--- src/isa_pkg.sv ---
/*
 * shared constants for the slave address decode and bus clocking block:
 * register offsets, field positions, reset values, divider counts and states.
 * assumes a 10 MHz apb clock and a 32-bit apb data path.
 */
package isa_pkg;

  // ****************************************
  // clock and rates
  // ****************************************
  localparam int unsigned CLK_HZ = 10000000;
  localparam int unsigned RATE_50K_BPS = 50000;
  localparam int unsigned RATE_100K_BPS = 100000;
  localparam int unsigned RATE_400K_BPS = 400000;
  localparam int unsigned OS_LOW = 32;
  localparam int unsigned OS_STD = 16;
  // bit clock dividers: longest tick period rounds down, never below one cycle
  localparam int unsigned D50 = CLK_HZ / (RATE_50K_BPS * OS_LOW);
  localparam int unsigned D100 = CLK_HZ / (RATE_100K_BPS * OS_STD);
  localparam int unsigned D400 = CLK_HZ / (RATE_400K_BPS * OS_STD);
  localparam logic [7:0] DIV_50K = 8'((D50 < 1) ? 1 : D50);
  localparam logic [7:0] DIV_100K = 8'((D100 < 1) ? 1 : D100);
  localparam logic [7:0] DIV_400K = 8'((D400 < 1) ? 1 : D400);
  localparam logic [5:0] OS_LOW_W = 6'(OS_LOW);
  localparam logic [5:0] OS_STD_W = 6'(OS_STD);

  // ****************************************
  // register map
  // ****************************************
  localparam logic [7:0] OFF_CTRL = 8'h00;
  localparam logic [7:0] OFF_ADDR = 8'h04;
  localparam logic [7:0] OFF_STAT = 8'h08;
  localparam logic [7:0] OFF_MASK = 8'h0c;
  localparam logic [7:0] OFF_CMD = 8'h10;
  localparam logic [7:0] OFF_DIV = 8'h14;
  localparam logic [7:0] OFF_STATE = 8'h18;

  // control fields
  localparam int CTRL_EN = 0;
  localparam int CTRL_HWDEC = 1;
  localparam int CTRL_WAKE = 2;
  localparam int CTRL_EXTOE = 3;
  localparam int CTRL_RATE_LO = 4;
  localparam int CTRL_PIN_LO = 6;
  localparam logic [7:0] CTRL_RST = 8'h12;
  localparam logic [6:0] ADDR_RST = 7'h08;
  localparam logic [7:0] DIV_RST = 8'h01;

  // status / mask bits
  localparam int ST_MATCH = 0;
  localparam int ST_FOREIGN = 1;
  localparam int ST_STOP = 2;
  localparam int ST_SWADDR = 3;
  localparam int ST_WAKE = 4;
  localparam int NSTAT = 5;

  // command bits
  localparam int CMD_RELEASE = 0;
  localparam int CMD_ACK = 1;

  typedef enum logic [1:0] {
    RATE_50K = 2'b00,
    RATE_100K = 2'b01,
    RATE_400K = 2'b10,
    RATE_CUSTOM = 2'b11
  } isa_rate_t;

  typedef enum logic [1:0] {
    PINS_ANY = 2'b00,
    PINS_PAIR_A = 2'b01,
    PINS_PAIR_B = 2'b10
  } isa_pins_t;

  typedef enum logic [2:0] {
    S_IDLE = 3'b000,
    S_ADDR = 3'b001,
    S_DECIDE = 3'b010,
    S_HOLD = 3'b011,
    S_ACK = 3'b100,
    S_STRETCH = 3'b101,
    S_BUSY = 3'b110
  } isa_state_t;

endpackage

--- src/isa_core.sv ---
/*
 * i2c target front end: own-address decode, ack or refusal, clock
 * stretching until software releases, wake on match, bit clock selection,
 * apb register file with sticky status and one interrupt line.
 * assumes scl/sda/hw_rst arrive asynchronously and an external pull-up.
 */
// The placing of the registers and the APB slave port were left to the implementer.
// Overview of operation
// - hardware decode refuses foreign addresses with nak, no software involved
// - hardware decode raises an interrupt on own address match
// - after a match hold scl low until software releases
// - bit clock is the system clock divided for oversampling
// - 50 kbps uses thirty-two ticks per bus bit
// - other fixed rates use sixteen ticks per bus bit
// - fixed engine offers only 50, 100 and 400 kbps
// - programmable divider path serves other rates up to 1 Mbps
// - multiple or ten-bit addresses need software decode, not hardware
// - wake enabled: own address match wakes system, hw decode, dedicated pins
// - wake on match is off after reset unless selected
// - external enable option: no internal tristate, separate sense and drive
// - own address is seven bits, right-justified, no direction bit
// - high hw reset holds the engine in reset, unconnected reads low
`timescale 1ns/1ps
`default_nettype none
module isa_core
  import isa_pkg::*;
(
  input wire logic pclk,
  input wire logic presetn,
  input wire logic psel,
  input wire logic penable,
  input wire logic pwrite,
  input wire logic [7:0] paddr,
  input wire logic [31:0] pwdata,
  output logic [31:0] prdata,
  output logic pready,
  output logic pslverr,
  input wire logic hw_rst,
  input wire logic scl_i,
  output logic scl_o,
  output logic scl_oe,
  input wire logic sda_i,
  output logic sda_o,
  output logic sda_oe,
  output logic wake,
  output logic irq
);

  // ****************************************
  // declarations
  // ****************************************
  logic [7:0] ctrl_reg;
  logic [6:0] addr_reg;
  logic [7:0] div_reg;
  logic [NSTAT-1:0] stat_reg;
  logic [NSTAT-1:0] stat_next;
  logic [NSTAT-1:0] mask_reg;
  logic [1:0] scl_sy_reg;
  logic [1:0] sda_sy_reg;
  logic [1:0] rst_sy_reg;
  logic smp_scl_reg;
  logic smp_sda_reg;
  logic prv_scl_reg;
  logic prv_sda_reg;
  logic tick_q_reg;
  logic tick;
  isa_state_t st_reg;
  isa_state_t st_next;
  logic [7:0] sh_reg;
  logic [7:0] sh_next;
  logic [3:0] cnt_reg;
  logic [3:0] cnt_next;
  logic ack_reg;
  logic ack_next;
  logic seen_hi_reg;
  logic seen_hi_next;
  logic [NSTAT-1:0] ev;
  logic [31:0] rd_mux;

  // ****************************************
  // apb decode
  // ****************************************
  wire logic setup = psel & ~penable;
  wire logic acc = psel & penable & pready;
  wire logic wr_en = acc & pwrite;
  wire logic rd_en = acc & ~pwrite;
  wire logic hit_ctrl = (paddr == OFF_CTRL);
  wire logic hit_addr = (paddr == OFF_ADDR);
  wire logic hit_stat = (paddr == OFF_STAT);
  wire logic hit_mask = (paddr == OFF_MASK);
  wire logic hit_cmd = (paddr == OFF_CMD);
  wire logic hit_div = (paddr == OFF_DIV);
  wire logic hit_state = (paddr == OFF_STATE);
  wire logic mapped = hit_ctrl | hit_addr | hit_stat | hit_mask | hit_cmd | hit_div
                      | hit_state;
  wire logic release_cmd = wr_en & hit_cmd & pwdata[CMD_RELEASE];
  wire logic ack_cmd = pwdata[CMD_ACK];

  // ****************************************
  // configuration fields
  // ****************************************
  wire logic en = ctrl_reg[CTRL_EN];
  wire logic hw_dec = ctrl_reg[CTRL_HWDEC];
  wire logic wake_en = ctrl_reg[CTRL_WAKE];
  wire logic ext_oe = ctrl_reg[CTRL_EXTOE];
  wire isa_rate_t rate = isa_rate_t'(ctrl_reg[CTRL_RATE_LO +: 2]);
  wire isa_pins_t pins = isa_pins_t'(ctrl_reg[CTRL_PIN_LO +: 2]);

  // ****************************************
  // bit clock selection
  // ****************************************
  // divisor per rate; the custom path uses the software divider
  wire logic [7:0] div_sel = (rate == RATE_50K) ? DIV_50K :
                             (rate == RATE_100K) ? DIV_100K :
                             (rate == RATE_400K) ? DIV_400K :
                             div_reg;
  wire logic [5:0] os_sel = (rate == RATE_50K) ? OS_LOW_W : OS_STD_W;
  wire logic eng_rst = rst_sy_reg[1];
  wire logic run = en & ~eng_rst;

  isa_tick_gen u_tick (
    .pclk(pclk),
    .presetn(presetn),
    .run(run),
    .div(div_sel),
    .tick(tick)
  );

  // ****************************************
  // line events on sampled levels
  // ****************************************
  wire logic scl_rise = tick_q_reg & smp_scl_reg & ~prv_scl_reg;
  wire logic scl_fall = tick_q_reg & ~smp_scl_reg & prv_scl_reg;
  wire logic start_c = tick_q_reg & smp_scl_reg & prv_scl_reg & prv_sda_reg & ~smp_sda_reg;
  wire logic stop_c = tick_q_reg & smp_scl_reg & prv_scl_reg & ~prv_sda_reg & smp_sda_reg;
  wire logic match = (sh_reg[7:1] == addr_reg);
  wire logic wake_ok = wake_en & hw_dec & (pins != PINS_ANY);

  // ****************************************
  // address state machine
  // ****************************************
  always_comb begin
    st_next = st_reg;
    sh_next = sh_reg;
    cnt_next = cnt_reg;
    ack_next = ack_reg;
    seen_hi_next = seen_hi_reg;
    ev = '0;
    if (!run) begin
      st_next = S_IDLE;
      ack_next = 1'b0;
    end else if (start_c) begin
      st_next = S_ADDR;
      cnt_next = 4'h0;
      ack_next = 1'b0;
    end else if (stop_c) begin
      st_next = S_IDLE;
      ack_next = 1'b0;
      ev[ST_STOP] = 1'b1;
    end else begin
      case (st_reg)
        S_IDLE: begin
          st_next = S_IDLE;
        end
        S_ADDR: begin
          if (scl_rise) begin
            sh_next = {sh_reg[6:0], smp_sda_reg};
            cnt_next = cnt_reg + 4'h1;
            if (cnt_reg == 4'h7) begin
              st_next = S_DECIDE;
            end
          end
        end
        S_DECIDE: begin
          if (scl_fall) begin
            seen_hi_next = 1'b0;
            if (!hw_dec) begin
              st_next = S_HOLD;
              ev[ST_SWADDR] = 1'b1;
            end else if (match) begin
              st_next = S_ACK;
              ack_next = 1'b1;
              ev[ST_MATCH] = 1'b1;
              ev[ST_WAKE] = wake_ok;
            end else begin
              st_next = S_BUSY;
              ev[ST_FOREIGN] = 1'b1;
            end
          end
        end
        S_HOLD: begin
          if (release_cmd) begin
            st_next = S_ACK;
            ack_next = ack_cmd;
          end
        end
        S_ACK: begin
          if (scl_rise) begin
            seen_hi_next = 1'b1;
          end
          if (scl_fall && seen_hi_reg) begin
            ack_next = 1'b0;
            st_next = (hw_dec && ack_reg) ? S_STRETCH : S_BUSY;
          end
        end
        S_STRETCH: begin
          if (release_cmd) begin
            st_next = S_BUSY;
          end
        end
        S_BUSY: begin
          st_next = S_BUSY;
        end
        default: begin
          st_next = S_IDLE;
        end
      endcase
    end
  end

  // line drive demands from the state
  wire logic scl_low = (st_reg == S_HOLD) | (st_reg == S_STRETCH);
  wire logic sda_low = ack_reg;

  // ****************************************
  // status, interrupt and read mux
  // ****************************************
  // a read clears only the bits it returned; a new event wins over the clear
  wire logic [NSTAT-1:0] rd_clr = (rd_en & hit_stat) ? prdata[NSTAT-1:0] : '0;
  assign stat_next = (stat_reg & ~rd_clr) | ev;
  wire logic irq_next = |(stat_next & mask_reg);

  always_comb begin
    rd_mux = 32'h0000_0000;
    case (1'b1)
      hit_ctrl: rd_mux = {24'h00_0000, ctrl_reg};
      hit_addr: rd_mux = {25'h000_0000, addr_reg};
      hit_stat: rd_mux = {27'h000_0000, stat_reg};
      hit_mask: rd_mux = {27'h000_0000, mask_reg};
      hit_div: rd_mux = {24'h00_0000, div_reg};
      hit_state: rd_mux = {12'h000, os_sel, eng_rst, scl_low, st_reg, 1'b0, sh_reg};
      default: rd_mux = 32'h0000_0000;
    endcase
  end

  // ****************************************
  // input synchronisers
  // ****************************************
  always_ff @(posedge pclk or negedge presetn) begin
    if (!presetn) begin
      scl_sy_reg <= 2'b11;
      sda_sy_reg <= 2'b11;
      rst_sy_reg <= 2'b00;
    end else begin
      scl_sy_reg <= {scl_sy_reg[0], scl_i};
      sda_sy_reg <= {sda_sy_reg[0], sda_i};
      rst_sy_reg <= {rst_sy_reg[0], hw_rst};
    end
  end

  // sample the synchronised lines once per bit-clock tick
  always_ff @(posedge pclk or negedge presetn) begin
    if (!presetn) begin
      smp_scl_reg <= 1'b1;
      smp_sda_reg <= 1'b1;
      prv_scl_reg <= 1'b1;
      prv_sda_reg <= 1'b1;
      tick_q_reg <= 1'b0;
    end else begin
      tick_q_reg <= tick;
      if (tick) begin
        smp_scl_reg <= scl_sy_reg[1];
        smp_sda_reg <= sda_sy_reg[1];
        prv_scl_reg <= smp_scl_reg;
        prv_sda_reg <= smp_sda_reg;
      end
    end
  end

  // ****************************************
  // engine registers
  // ****************************************
  always_ff @(posedge pclk or negedge presetn) begin
    if (!presetn) begin
      st_reg <= S_IDLE;
      sh_reg <= 8'h00;
      cnt_reg <= 4'h0;
      ack_reg <= 1'b0;
      seen_hi_reg <= 1'b0;
    end else begin
      st_reg <= st_next;
      sh_reg <= sh_next;
      cnt_reg <= cnt_next;
      ack_reg <= ack_next;
      seen_hi_reg <= seen_hi_next;
    end
  end

  // pin drivers: internal open drain, or split sense/drive levels
  always_ff @(posedge pclk or negedge presetn) begin
    if (!presetn) begin
      scl_o <= 1'b1;
      scl_oe <= 1'b0;
      sda_o <= 1'b1;
      sda_oe <= 1'b0;
    end else begin
      scl_o <= ext_oe ? ~scl_low : 1'b0;
      scl_oe <= ext_oe ? 1'b0 : scl_low;
      sda_o <= ext_oe ? ~sda_low : 1'b0;
      sda_oe <= ext_oe ? 1'b0 : sda_low;
    end
  end

  // ****************************************
  // apb registers
  // ****************************************
  always_ff @(posedge pclk or negedge presetn) begin
    if (!presetn) begin
      ctrl_reg <= CTRL_RST;
      addr_reg <= ADDR_RST;
      div_reg <= DIV_RST;
      mask_reg <= '0;
    end else if (wr_en) begin
      if (hit_ctrl) ctrl_reg <= pwdata[7:0];
      if (hit_addr) addr_reg <= pwdata[6:0];
      if (hit_div) div_reg <= pwdata[7:0];
      if (hit_mask) mask_reg <= pwdata[NSTAT-1:0];
    end
  end

  // bus answer: zero wait states, error on unmapped offsets
  always_ff @(posedge pclk or negedge presetn) begin
    if (!presetn) begin
      pready <= 1'b0;
      pslverr <= 1'b0;
      prdata <= 32'h0000_0000;
    end else begin
      pready <= setup;
      pslverr <= setup & ~mapped;
      prdata <= (setup & ~pwrite) ? rd_mux : 32'h0000_0000;
    end
  end

  // sticky status, interrupt level and wake pulse
  always_ff @(posedge pclk or negedge presetn) begin
    if (!presetn) begin
      stat_reg <= '0;
      irq <= 1'b0;
      wake <= 1'b0;
    end else begin
      stat_reg <= stat_next;
      irq <= irq_next;
      wake <= ev[ST_WAKE];
    end
  end

endmodule // isa_core
`default_nettype wire

--- src/isa_tick_gen.sv ---
/*
 * bit clock divider: one-cycle tick every div cycles of pclk.
 * assumes div is static while run is high; div of zero acts as one.
 */
`timescale 1ns/1ps
`default_nettype none
module isa_tick_gen (
  input wire logic pclk,
  input wire logic presetn,
  input wire logic run,
  input wire logic [7:0] div,
  output logic tick
);
  logic [7:0] cnt_reg;
  logic [7:0] cnt_next;
  logic tick_next;
  wire logic wrap = (cnt_reg + 8'h01 >= div);

  // count up to the divisor, then wrap and tick
  assign cnt_next = (!run || wrap) ? 8'h00 : cnt_reg + 8'h01;
  assign tick_next = run & wrap;

  // ****************************************
  // divider registers
  // ****************************************
  always_ff @(posedge pclk or negedge presetn) begin
    if (!presetn) begin
      cnt_reg <= 8'h00;
      tick <= 1'b0;
    end else begin
      cnt_reg <= cnt_next;
      tick <= tick_next;
    end
  end
endmodule // isa_tick_gen
`default_nettype wire
--- config.mk ---
export PLATFORM = sky130hd
export DESIGN_NAME = isa_core
export DESIGN_NICKNAME = d
export VERILOG_FILES = /design/src/isa_pkg.sv /design/src/isa_core.sv /design/src/isa_tick_gen.sv
export SDC_FILE = /design/constraint.sdc
export NUM_CORES = 1
export LEC_CHECK = 0
export ABC_CLOCK_PERIOD_IN_PS = 2200
export BUFFER_PORTS_ARGS = -buffer_cell sky130_fd_sc_hd__buf_2
export CORE_MARGIN = 2
export CORE_UTILIZATION = 35
export DETAILED_ROUTE_END_ITERATION = 16
export PLACE_DENSITY_LB_ADDON = 0.25
export SLEW_MARGIN = 20
export SYNTH_ARGS = -nofsm -noshare
export SYNTH_HDL_FRONTEND = slang
export SYNTH_SLANG_ARGS = --single-unit
--- constraint.sdc ---
create_clock -name pclk -period 2.2 [get_ports pclk]
set_clock_uncertainty 0.15 [all_clocks]
set_input_delay 0.66 -clock pclk [delete_from_list [all_inputs] [get_ports pclk]]
set_output_delay 0.66 -clock pclk [all_outputs]
set_load 0.02 [all_outputs]
## Yosys cells after proc, flatten, opt, wreduce, memory -nomap -nowiden

Index checks and enable logic that the tools add are counted.

| word-level totals | value |
|---|---|
| bits in registers | 110 |
| bits of input ports | 48 |
| logic and storage cells | 187 |
| output and inout bits | 40 |

| operators by class | value |
|---|---|
| eq/ne operators | 28 |
| bitwise logic cells | 46 |
| reductions and logical operators | 20 |
| mux-type cells | 61 |
| $add $sub $neg | 2 |
| $lt $le $gt $ge | 1 |

Operators with widths:

| cell | number |
|---|---|
| 2-to-1 mux 20 bit | 6 |
| != test 5 bit (second input constant) | 8 |
| 2-to-1 mux 32 bit | 1 |
| 2-to-1 mux 8 bit | 4 |
| 2-to-1 mux 3 bit | 10 |
| equality test 8 x 5 -> 1 bit (second input constant) | 3 |
| bitwise AND 1 bit | 23 |
| 2-to-1 mux 1 bit | 20 |
| 2-to-1 mux 2 bit | 9 |
| case mux 3 bit (6 select lines) | 1 |
| AND reduction 6 bit | 3 |
| equality test 8 x 4 -> 1 bit (second input constant) | 2 |
| 2-to-1 mux 4 bit | 4 |
| 2-to-1 mux 5 bit | 3 |
| NOT 1 bit | 12 |
| bitwise AND 5 bit | 2 |
| equality test 3 bit (second input constant) | 3 |
| adder 8 x 1 -> 8 bit (second input constant) | 1 |
| equality test 8 x 3 -> 1 bit (second input constant) | 1 |
| >= comparator 8 bit | 1 |
| zero test 8 bit | 1 |
| AND reduction 2 bit | 4 |
| nonzero test 2 bit | 4 |
| equality test 7 bit | 1 |
| 21 further kinds | 31 |

## Logic depth before layout (Yosys ltp)

Gate-level depths: netlist of run 1.

| depth | value |
|---|---|
| depth in word-level cells | 12 |
| mapped depth | 9 |
| depth with buffers taken out | 9 |

## By module

Synthesis of run 1 repeated with hierarchy kept, for this count alone.

| unflattened totals | value |
|---|---|
| cells, all modules | 435 |
| area total of the unflattened synthesis | 4,769.6 um2 |

By module, submodules not included:

| module | sequential area each (um2) | times used | cells each | area an instance (um2) |
|---|---|---|---|---|
| isa_core | 2,119.5 | 1 | 375 | 4,151.5 |
| isa_tick_gen | 225.2 | 1 | 60 | 618.1 |

## Least setup slack after synthesis of run 1

OpenSTA, ideal clock, no wires.

| timing path | value |
|---|---|
| path type | reg2reg |
| start point | register ctrl_reg[4] |
| end point | register u_tick.tick |
| buffers on the path | 1 |
| library setup time | 0.120 ns |
| data arrival time | 2.066 ns |
| period minus slack after synthesis | 2.336 ns |
| data required time | 1.930 ns |
| slack | -0.136 ns |
| stages on the path, launching flop included | 9 |
| cells stage by stage | dfstp_2 clkbuf_1 a21boi_0 ha_1 nand2b_1 a21o_1 a21oi_1 o211ai_1 and3_1 |

| between the ends | value |
|---|---|
| longest elaborated chain between the ends | 6 |
| elaborated cells between the ends (all ways) | 8 |
| classes of those cells | order compare (1); eq/ne (2); mux (3); bitwise (1); reduce/logical (1) |

RTL lines:

| item | line | source |
|---|---|---|
| from (decl) | isa_core.sv:52 | `logic [7:0] ctrl_reg;` |
| from (signal assigned) | isa_core.sv:324 | `if (hit_ctrl) ctrl_reg <= pwdata[7:0];` |
| equality test 2 bit | isa_core.sv:115 | `(rate == RATE_400K) ? DIV_400K :` |
| 2-to-1 mux 8 bit | isa_core.sv:115 |  |
| 2-to-1 mux 8 bit | isa_core.sv:114 | `(rate == RATE_100K) ? DIV_100K :` |
| 2-to-1 mux 8 bit (*) | isa_core.sv:113 | `wire logic [7:0] div_sel = (rate == RATE_50K) ? DIV_50K :` |
| >= comparator 8 bit (*) | isa_tick_gen.sv:17 | `wire logic wrap = (cnt_reg + 8'h01 >= div);` |
| bitwise AND 1 bit (*) | isa_tick_gen.sv:21 | `assign tick_next = run & wrap;` |
| net u_tick.tick_next | isa_tick_gen.sv:16 | `logic tick_next;` |
| to (signal assigned) | isa_tick_gen.sv:32 | `tick <= tick_next;` |
| to (decl) | isa_tick_gen.sv:12 | `output logic tick` |

The timed path passes the listed nets; every way through them passes the cells marked *.
A chain may end at the register's enable or synchronous reset.

## Final worst setup path of run 1

| timing path | value |
|---|---|
| start point | register u_tick.cnt_reg[0] |
| end point | register u_tick.tick |

| between the ends | value |
|---|---|
| longest elaborated chain between the ends | 3 |

RTL lines:

| item | line | source |
|---|---|---|
| from (decl) | isa_tick_gen.sv:14 | `logic [7:0] cnt_reg;` |
| from (signal assigned) | isa_tick_gen.sv:31 | `cnt_reg <= cnt_next;` |
| adder 8 x 1 -> 8 bit | isa_tick_gen.sv:17 |  |
| >= comparator 8 bit | isa_tick_gen.sv:17 |  |
| bitwise AND 1 bit | isa_tick_gen.sv:21 |  |
| net u_tick.tick_next | isa_tick_gen.sv:16 |  |

The timed path passes the listed nets, and every way through them passes these cells.

==> summary.txt, run 1 <==
Outcome
  • Outcome: finished clean

Timing
  • Tmin final: 2180 ps
  • Final setup violation count: 0
  • RSZ-0062 raised after global routing: true
  • Setup tns final: 0 ps
  • Rel. slew slack: 61.0%
  • Final WS setup: 22.4 ps
  • Fmax achieved: 459 MHz
  • Slew @ Worst Pin: 580 ps
  • Max Slew Vio Count: 0
  • Hold Fails Final Rpt: 0
  • Period utilization: 99.0%

Yosys
  • Syn avg cell area: 11.3 sq um
  • Area contributors post-synth: dfrtp_1 (43%), dfstp_2 (8.0%), mux2_1 (7.3%)
  • Synthesized flop and latch total: 93
  • Syn Std Cell Area: 0.00461 sq mm
  • Largest family of logic cells by synthesized area: simple AND/OR/NAND/NOR gates
  • Post-Syn Instances: 410
  • Leading area contributor after synthesis: dfrtp_1
  • Number of flops mapped to enable cells by yosys: 0
  • Synth top area share: 42.8%
  • Post-synthesis mux area share: 9.82%
  • Sequential-to-total area share from yosys stat: 50.8%
  • Count of different cell masters after synthesis: 64
  • YS warnings: 0
  • Post-Synth Adder-Cell Area: 2.71%
  • Post-synthesis xor/xnor area fraction: 2.85%
  • Synth Area in Compound Gates: 12.1%
  • Top FF cell, synth: dfrtp_1
  • Simple-gate area share of the yosys netlist: 16.5%
  • Synth async-reset ratio: 100%

Worst setup path
  • Reg2Reg Depth: 10
  • Critical Path Source Type: flip-flop
  • Kind of critical path: reg -> reg
  • Crit path to: u_tick.tick
  • Worst-path fanout max: 9
  • Worst r2r src: u_tick.cnt_reg[0]
  • WP data arrival: 2260 ps
  • Worst path required time: 2280 ps
  • Critical Path End Type: flip-flop
  • CP startpoint: u_tick.cnt_reg[0]
  • Worst r2r dst: u_tick.tick
  • Flop-to-flop setup slack: 20 ps

Layout
  • Flip-flop and latch area: 0.00234 sq mm
  • Fill count: 1232
  • Layout Nets: 557
  • Layout area overhead: 23.8%
  • Max reg flops: 15
  • Multi-input logic area: 0.00215 sq mm
  • Share of layout cells above drive strength 1: 29.6%
  • Most flops, register: prdata
  • Antenna Cells: 0
  • Finished Layout Cells: 676

Clock tree
  • Clock latency on the worst-skew pair: 340 ps
  • Max Root-Sink Buffers: 2
  • Clock tree root buffer cell: clkbuf_16
  • CTS clk-pin slew, worst paths: 60 ps
  • Hold Buf Count CTS: 0
  • CTS H-tree depth: 3
  • CTS tree: built
  • Num CTS Buffers: 9
  • Clock Sinks: 93

GRT
  • Pin count of the biggest net entering global routing: 41
  • Global-route wire length before repair: 17.6 mm
  • Global route overflow: 0
  • Antenna violations before repair: 0
  • Vias in the first global route: 3410
  • Global-route usage over all layers: 15.9%

Die
  • Io pins: 88
  • Total core area: 0.0127 sq mm
  • Die height: 119 microns
  • Cell row count: 41
  • Starting Density: 36.3%
  • DIE AREA: 0.0141 sq mm
  • Die W: 119 microns

Placement
  • PortBufs: 46
  • Placer congestion estimate: 0.832
  • Dpl hpwl: 7.98 mm
  • DP Cell Count: 657
  • Pre-CTS WS: -119 ps

Job
  • Max_cap viols: 0

Detailed routing
  • Via density: 5.06
  • Remaining DRCs: 0
  • Avg WL per Cell: 15.6 microns
  • Via count: 3421
  • DRT antenna net count: 0
  • 1st-iter DRT viols: 157
  • Final wirelength: 10.6 mm
  • Drt pass-1 iters: 4

Hold path
  • Hold Path Class: in -> async

Pwr
  • Power per Cell Area: 619 mW/mm^2
  • Leakage power: 2.81 nW
  • Peak supply drop: 0.331 mV
cell usage after synthesis, drive strengths merged, types with 8 or more instances:
library cell,count
dfrtp,79
mux2,38
nand2,34
buf,26
nor2,20
a22oi,14
dfstp,14
a21oi,13
nand3,12
and2,10
ha,10
o21ai,10
a22o,9
inv,9
clkbuf,8
xnor2,8
placed cells by master (no fill, tap or decap), drive strengths merged, types with 3 or more instances in the layout:
master,Yosys,layout
ha,10,10
dfstp,14,14
nor2b,6,6
inv,9,9
a31oi,5,5
nand4,7,7
dfrtp,79,79
nor4b,6,6
a22o,9,9
o21ai,10,10
nor4,6,6
mux2,38,38
conb,1,17
and3,6,6
nand2b,7,7
a21boi,3,3
clkbuf,8,14
nor3,4,4
buf,26,96
nand2,34,34
nor2,20,20
a22oi,14,14
a21o,5,5
xor2,7,7
xnor2,8,8
nand3,12,12
a21oi,13,13
and2,10,10
per-stage QoR:
stage          util [%]  hold slack [ps]  area [sq um]  power, W
2_1_floorplan         -              181          4680   0.00184
3_3_place_gp       41.9              185          5330   0.00192
3_5_place_dp       41.9              185          5330   0.00192
4_1_cts            44.7              101          5690   0.00358
5_1_grt            44.9              112          5710   0.00366
6_report           44.9             94.4          5710   0.00353
cells by family (layout without fill, tap and decap cells):
family,after synthesis,count (layout)
and+or+nand+nor,131,131
DFF,93,93
AOI/OAI and AO/OA,78,78
buffers and inverters,43,121
muxes,39,39
xor gates and xnor gates,15,15
adders and majority gates,10,10
other,1,17
timing repair:
item                       CTS  global route
gates resized for setup      7             4
pin swaps                    3             1
setup endpoints to repair    9             9
buffers inserted             2             1
routing by layer:
layer	part of all wire (%)	track usage [%]	up-vias
met4	2.3	7.14	0
met3	5.0	2.63	19
met1	47	22.0	1669
li1	-	-	1639
met2	46	24.5	94
met5	0	0	-
cell type report:
type	count	share of cell area [%]
flip-flops and latches	93	41.0
multi-input cells	290	37.6
inverters	9	0.591
clock buffers	14	4.44
well taps	172	3.77
repair buffers	96	11.5
clock inverters	2	1.05
critical path, cell delays in order (launching register included):
cell	delay [ps]
dfrtp_1	380
ha_2	200
nand3_2	110
xnor2_2	160
ha_1	310
a21oi_2	120
nor2b_1	60
o21ai_1	120
o211ai_1	100
buf_4	180
and3_1	190
how the worst min path moves through the flow:
stage | endpoint | slack [ps] | from | depth (start not counted)
after floorplan | rst_sy_reg[1] | 180 | rst_sy_reg[0] | 0
after global placement | rst_sy_reg[1] | 190 | rst_sy_reg[0] | 0
after detailed placement | rst_sy_reg[1] | 180 | rst_sy_reg[0] | 0
after CTS | u_tick.cnt_reg[2] | 100 | presetn | 1
after global routing | u_tick.cnt_reg[5] | 110 | presetn | 1
final | u_tick.cnt_reg[5] | 90 | presetn | 1
where the power goes:
group          internal (W)  switching, W
registers           0.00172    0.00000552
clock network       0.00103      0.000620
logic             0.0000474      0.000108
total               0.00280      0.000734
(Power assumes the default switching activity.)
==> run 2, diff against run 1 <==
--- a/config.mk
+++ b/config.mk
@@ -7,6 +7,7 @@
 export LEC_CHECK = 0
 export ABC_CLOCK_PERIOD_IN_PS = 2200
 export BUFFER_PORTS_ARGS = -buffer_cell sky130_fd_sc_hd__buf_2
+export CORE_ASPECT_RATIO = 1.25
 export CORE_MARGIN = 2
 export CORE_UTILIZATION = 35
 export DETAILED_ROUTE_END_ITERATION = 16
==> run 2 against run 1 <==
Compared with the run above: the run now ends with negative setup slack left; final cell count down 0.74%; via count down 0.23%; count of clock-buffer cells in the layout down 4; critical path depth unchanged; wire length up 2.4%; worst hold slack better by 15 ps; clock power down 5%; fmax down 5.4%; die area about the same.
==> summary.txt, run 2 (synthesized netlist as in run 1, its figures left out) <==
Detailed routing
  • DRT antenna net count: 0
  • 1st-iter DRT viols: 194
  • Via density: 5.09
  • Drt pass-1 iters: 4
  • Via count: 3413
  • Final wirelength: 10.8 mm
  • Remaining DRCs: 0
  • Avg WL per Cell: 16.1 microns

Worst setup path
  • Crit path cell chain: ha_2 > nand3_4 > xnor2_2 > ha_1 > a21oi_2 > nor2b_1 > o21ai_1 > o211ai_1 > buf_4 > and3_4
  • Kind of critical path: reg -> reg
  • Delay-heaviest family, CP: adder cells
  • Worst path required time: 2290 ps
  • Worst-path fanout max: 5
  • Worst path slowest cell: dfrtp_1
  • CP Buf/Inv Count: 1
  • Critical Path Source Type: flip-flop
  • Max stage delay on crit path: 380 ps
  • Critical Path End Type: flip-flop
  • WP data arrival: 2390 ps

Clock tree
  • Max Root-Sink Buffers: 2
  • Hold Buf Count CTS: 0
  • Num CTS Buffers: 9
  • Clock Sinks: 93
  • CTS tree: built
  • Clock tree root buffer cell: clkbuf_16
  • Clock latency on the worst-skew pair: 340 ps
  • CTS H-tree depth: 3
  • CTS clk-pin slew, worst paths: 60 ps

Outcome
  • Failing checks: negative setup slack
  • Outcome: finished, violations left

Layout
  • Layout area overhead: 23.3%
  • Antenna Cells: 0
  • Finished Layout Cells: 671
  • Max reg flops: 15
  • Commonest non-fill, non-tap cell in the layout: dfrtp_1
  • Fill count: 1244
  • Layout Nets: 556
  • Share of layout cells above drive strength 1: 30.6%
  • Most frequent cells in the layout: dfrtp_1 (79), buf_2 (46), buf_4 (46)
  • Most flops, register: prdata

Die
  • DIE AREA: 0.0141 sq mm
  • Total core area: 0.0128 sq mm
  • Starting Density: 36.1%
  • Io pins: 88
  • Die height: 132 microns
  • Cell row count: 46
  • Die W: 107 microns

Timing
  • Slew @ Worst Pin: 508 ps
  • Hold Fails Final Rpt: 0
  • RSZ-0062 raised after global routing: true
  • Tmin final: 2300 ps
  • Rel. slew slack: 65.8%
  • Max Slew Vio Count: 0
  • Fmax achieved: 434 MHz
  • Setup tns final: -426 ps
  • Period utilization: 105%
  • Final WS setup: -103 ps
  • Final setup violation count: 9

GRT
  • Global-route usage over all layers: 16.3%
  • Antenna violations before repair: 0
  • Global route overflow: 0
  • Global-route wire length before repair: 18.0 mm
  • Pin count of the biggest net entering global routing: 35
  • Vias in the first global route: 3508

Placement
  • DP Cell Count: 649
  • Placer congestion estimate: 0.765
  • PortBufs: 46
  • Pre-CTS WS: -138 ps
  • Dpl hpwl: 8.18 mm

Pwr
  • Peak supply drop: 0.393 mV
  • Power per Cell Area: 605 mW/mm^2
  • Leakage power: 2.79 nW

Hold path
  • Hold Path Class: in -> async

Job
  • Max_cap viols: 0
## run 2: cell type report
class                      count  area [sq um]  area share (%)
clock inverter                 6          62.6            1.10
sequential                    93          2340            41.2
inverter                       9          33.8           0.594
timing repair buffer          95           636            11.2
multi-input combinational    290          2160            38.0
clock buffer                  10           239            4.20
tap                          168           210            3.69
## run 2: timing repair
| action | 4_1_cts | 5_1_grt |
|---|---|---|
| gates resized for setup | 8 | 6 |
| endpoints found under the setup margin | 9 | 9 |
| gates cloned | 1 | 0 |
| endpoints found under the hold margin | 0 | 0 |
| setup buffers | 3 | 2 |
| pin swaps | 7 | 7 |
## run 2: through the flow
step                      area [sq um]  hold slack (ps)  utilization [%]  power (W)
final                             5690              110             44.5    0.00344
after global routing              5690              142             44.5    0.00357
after CTS                         5650              122             44.2    0.00349
after detailed placement          5280              197             41.4    0.00192
after global placement            5280              188             41.4    0.00191
after floorplan                   4680              181                -    0.00184
## run 2: worst paths after layout
kind | endpoint | cells after the start | slack, ps | from
setup / recovery | u_tick.tick | 10 | -100 | u_tick.cnt_reg[0]
hold / removal | u_tick.cnt_reg[6] | 1 | 110 | presetn
setup reg to reg | u_tick.tick | 10 | -100 | u_tick.cnt_reg[0]
hold reg to reg | scl_sy_reg[1] | 0 | 210 | scl_sy_reg[0]
max in group asynchronous | addr_reg[3] | 2 | 1190 | presetn
min in group pclk | scl_sy_reg[1] | 0 | 210 | scl_sy_reg[0]
## run 2: report_power, final
group | internal, W | switching (W)
Clock | 0.000909 | 0.000651
Combinational | 0.0000449 | 0.000108
Sequential | 0.00172 | 0.00000552
Total | 0.00268 | 0.000764
## run 2: metal layers
| metal | global-route usage, % | vias to the layer above | part of all wire, % |
|---|---|---|---|
| li1 | - | 1631 | - |
| met1 | 20.2 | 1692 | 43 |
| met2 | 28.7 | 79 | 53 |
| met3 | 1.83 | 11 | 3.0 |
| met4 | 6.42 | 0 | 1.7 |
| met5 | 0 | - | 0 |
==> run 3, diff against run 2 <==
--- a/config.mk
+++ b/config.mk
@@ -9,10 +9,9 @@
 export BUFFER_PORTS_ARGS = -buffer_cell sky130_fd_sc_hd__buf_2
 export CORE_ASPECT_RATIO = 1.25
 export CORE_MARGIN = 2
-export CORE_UTILIZATION = 35
+export CORE_UTILIZATION = 40
 export DETAILED_ROUTE_END_ITERATION = 16
 export PLACE_DENSITY_LB_ADDON = 0.25
-export SLEW_MARGIN = 20
 export SYNTH_ARGS = -nofsm -noshare
 export SYNTH_HDL_FRONTEND = slang
 export SYNTH_SLANG_ARGS = --single-unit
==> run 3 against run 2 <==
Compared with the run above: the run now ends clean; via count barely moved; utilization grew 6.2 points; sequential power about the same; first-iteration DRC count is 1.5% lower; worst hold slack is essentially flat; count of clock-buffer cells in the layout grew 1.
==> summary.txt, run 3 (synthesized netlist as in run 1, its figures left out) <==
Placement
  • Dpl hpwl: 7.97 mm
  • Placer congestion estimate: 0.846
  • DP Cell Count: 622
  • PortBufs: 46
  • Pre-CTS WS: -124 ps

GRT
  • Pin count of the biggest net entering global routing: 35
  • Vias in the first global route: 3368
  • Global route overflow: 0
  • Antenna violations before repair: 0
  • Global-route usage over all layers: 18.0%
  • Global-route wire length before repair: 17.1 mm

Timing
  • Final setup violation count: 0
  • Fmax achieved: 459 MHz
  • Rel. slew slack: 60.9%
  • Max Slew Vio Count: 0
  • Setup tns final: 0 ps
  • Period utilization: 99.0%
  • RSZ-0062 raised after global routing: true
  • Final WS setup: 22.5 ps
  • Tmin final: 2180 ps
  • Hold Fails Final Rpt: 0
  • Slew @ Worst Pin: 581 ps

Job
  • Max_cap viols: 0

Layout
  • Finished Layout Cells: 641
  • Max reg flops: 15
  • Share of layout cells above drive strength 1: 30.4%
  • Most flops, register: prdata
  • Fill count: 988
  • Most frequent cells in the layout: dfrtp_1 (79), buf_4 (49), buf_2 (46)
  • Layout Nets: 559
  • Antenna Cells: 0
  • Commonest non-fill, non-tap cell in the layout: dfrtp_1
  • Layout area overhead: 23.1%

Pwr
  • Power per Cell Area: 625 mW/mm^2
  • Internal Pwr Total: 0.00277 W
  • Combinational share of power: 4.3%
  • Switching Power: 0.000778 W
  • Peak supply drop: 0.413 mV
  • Fraction of power consumed by sequential logic: 48.7%
  • Clock power share: 47.0%
  • Net Sw Frac: 21.9%
  • Leakage power: 2.81 nW

Clock tree
  • CTS tree: built
  • Clock latency on the worst-skew pair: 350 ps
  • Clock tree root buffer cell: clkbuf_16
  • Clock Sinks: 93
  • Max Root-Sink Buffers: 2
  • Num CTS Buffers: 9
  • CTS H-tree depth: 3
  • CTS clk-pin slew, worst paths: 60 ps
  • Hold Buf Count CTS: 0

Detailed routing
  • Final wirelength: 10.4 mm
  • Via count: 3416
  • Remaining DRCs: 0
  • Via density: 5.33
  • Avg WL per Cell: 16.2 microns
  • Drt pass-1 iters: 5
  • DRT antenna net count: 0
  • 1st-iter DRT viols: 191

Worst setup path
  • Crit path cell chain: ha_2 > nand3_4 > xnor2_2 > ha_1 > a21oi_2 > nor2b_1 > o21ai_1 > o211ai_1 > buf_4 > a211oi_2
  • Worst r2r src: u_tick.cnt_reg[0]
  • Flop-to-flop setup slack: 20 ps
  • CP startpoint: u_tick.cnt_reg[0]
  • Critical Path Source Type: flip-flop
  • Max stage delay on crit path: 380 ps
  • Critical Path Stages: 10
  • CP Buf/Inv Count: 1
  • Kind of critical path: reg -> reg
  • WP data arrival: 2280 ps
  • Worst path slowest cell: dfrtp_1
  • Critical Path End Type: flip-flop
  • Crit path to: u_tick.cnt_reg[0]
  • Worst path required time: 2310 ps
  • Reg2Reg Depth: 10
  • Delay-heaviest family, CP: compound AO/OA/AOI/OAI gates
  • Worst r2r dst: u_tick.cnt_reg[0]
  • Worst-path fanout max: 5

Die
  • DIE AREA: 0.0124 sq mm
  • Io pins: 88
  • Cell row count: 43
  • Die height: 124 microns
  • Total core area: 0.0112 sq mm
  • Starting Density: 41.2%
  • Die W: 100 microns

Hold path
  • Hold Path Class: in -> async

Outcome
  • Outcome: finished clean
==> run 3: cell types whose count changed in the layout (fill, tap and decap cells not counted), sizes merged <==
cell / previous run / this run
clkinvlp: 0 / 2
buf: 95 / 98
inv: 9 / 10
clkbuf: 10 / 11
bufinv: 1 / 2
clkinv: 5 / 0
==> run 3: cell type report <==
type / instances / area, sq um / area share [%]
Timing Repair Buffer: 98 / 658 / 11.6
Multi-Input combinational cell: 290 / 2160 / 38.0
Clock buffer: 11 / 233 / 4.10
Inverter: 9 / 33.8 / 0.595
Sequential cell: 93 / 2340 / 41.3
Clock inverter: 5 / 83.8 / 1.48
Tap cell: 135 / 169 / 2.97
==> run 3: metrics by stage <==
stage	power (W)	instance area, sq um	hold WS, ps	utilization (%)
4_1_cts	0.00358	5640	126	50.4
3_3_place_gp	0.00191	5290	185	47.2
5_1_grt	0.00367	5680	143	50.8
6_report	0.00355	5680	110	50.8
3_5_place_dp	0.00192	5290	189	47.2
2_1_floorplan	0.00184	4680	181	-
==> run 3: power groups by stage <==
stage / clock network, W / logic [W] / registers, W
3_3_place_gp: 0 / 0.000153 / 0.00176
6_report: 0.00167 / 0.000153 / 0.00173
3_5_place_dp: 0 / 0.000156 / 0.00176
4_1_cts: 0.00170 / 0.000156 / 0.00173
2_1_floorplan: 0 / 0.0000733 / 0.00176
5_1_grt: 0.00177 / 0.000171 / 0.00173
==> run 3: routing by layer <==
| layer | share of wire (%) | up-vias | wire [microns] | track usage [%] |
|---|---|---|---|---|
| li1 | - | 1647 | - | - |
| met1 | 44 | 1696 | 4590 | 23.2 |
| met2 | 51 | 63 | 5360 | 30.9 |
| met3 | 3.1 | 10 | 327 | 2.97 |
| met4 | 1.3 | 0 | 134 | 5.91 |
| met5 | 0 | - | 0 | 0 |
==> run 3: worst min path at each step <==
stage,to,startpoint,cells past startpoint
after floorplan,rst_sy_reg[1],rst_sy_reg[0],0
after global routing,div_reg[7],presetn,1
final,div_reg[7],presetn,1
after detailed placement,rst_sy_reg[1],rst_sy_reg[0],0
after CTS,u_tick.cnt_reg[6],presetn,1
after global placement,rst_sy_reg[1],rst_sy_reg[0],0
==> run 3: timing repair <==
item | in CTS | in global routing
buffers inserted | 1 | 1
setup endpoints to repair | 2 | 9
gates cloned | 0 | 1
gates resized for setup | 6 | 8
pin swaps | 2 | 9
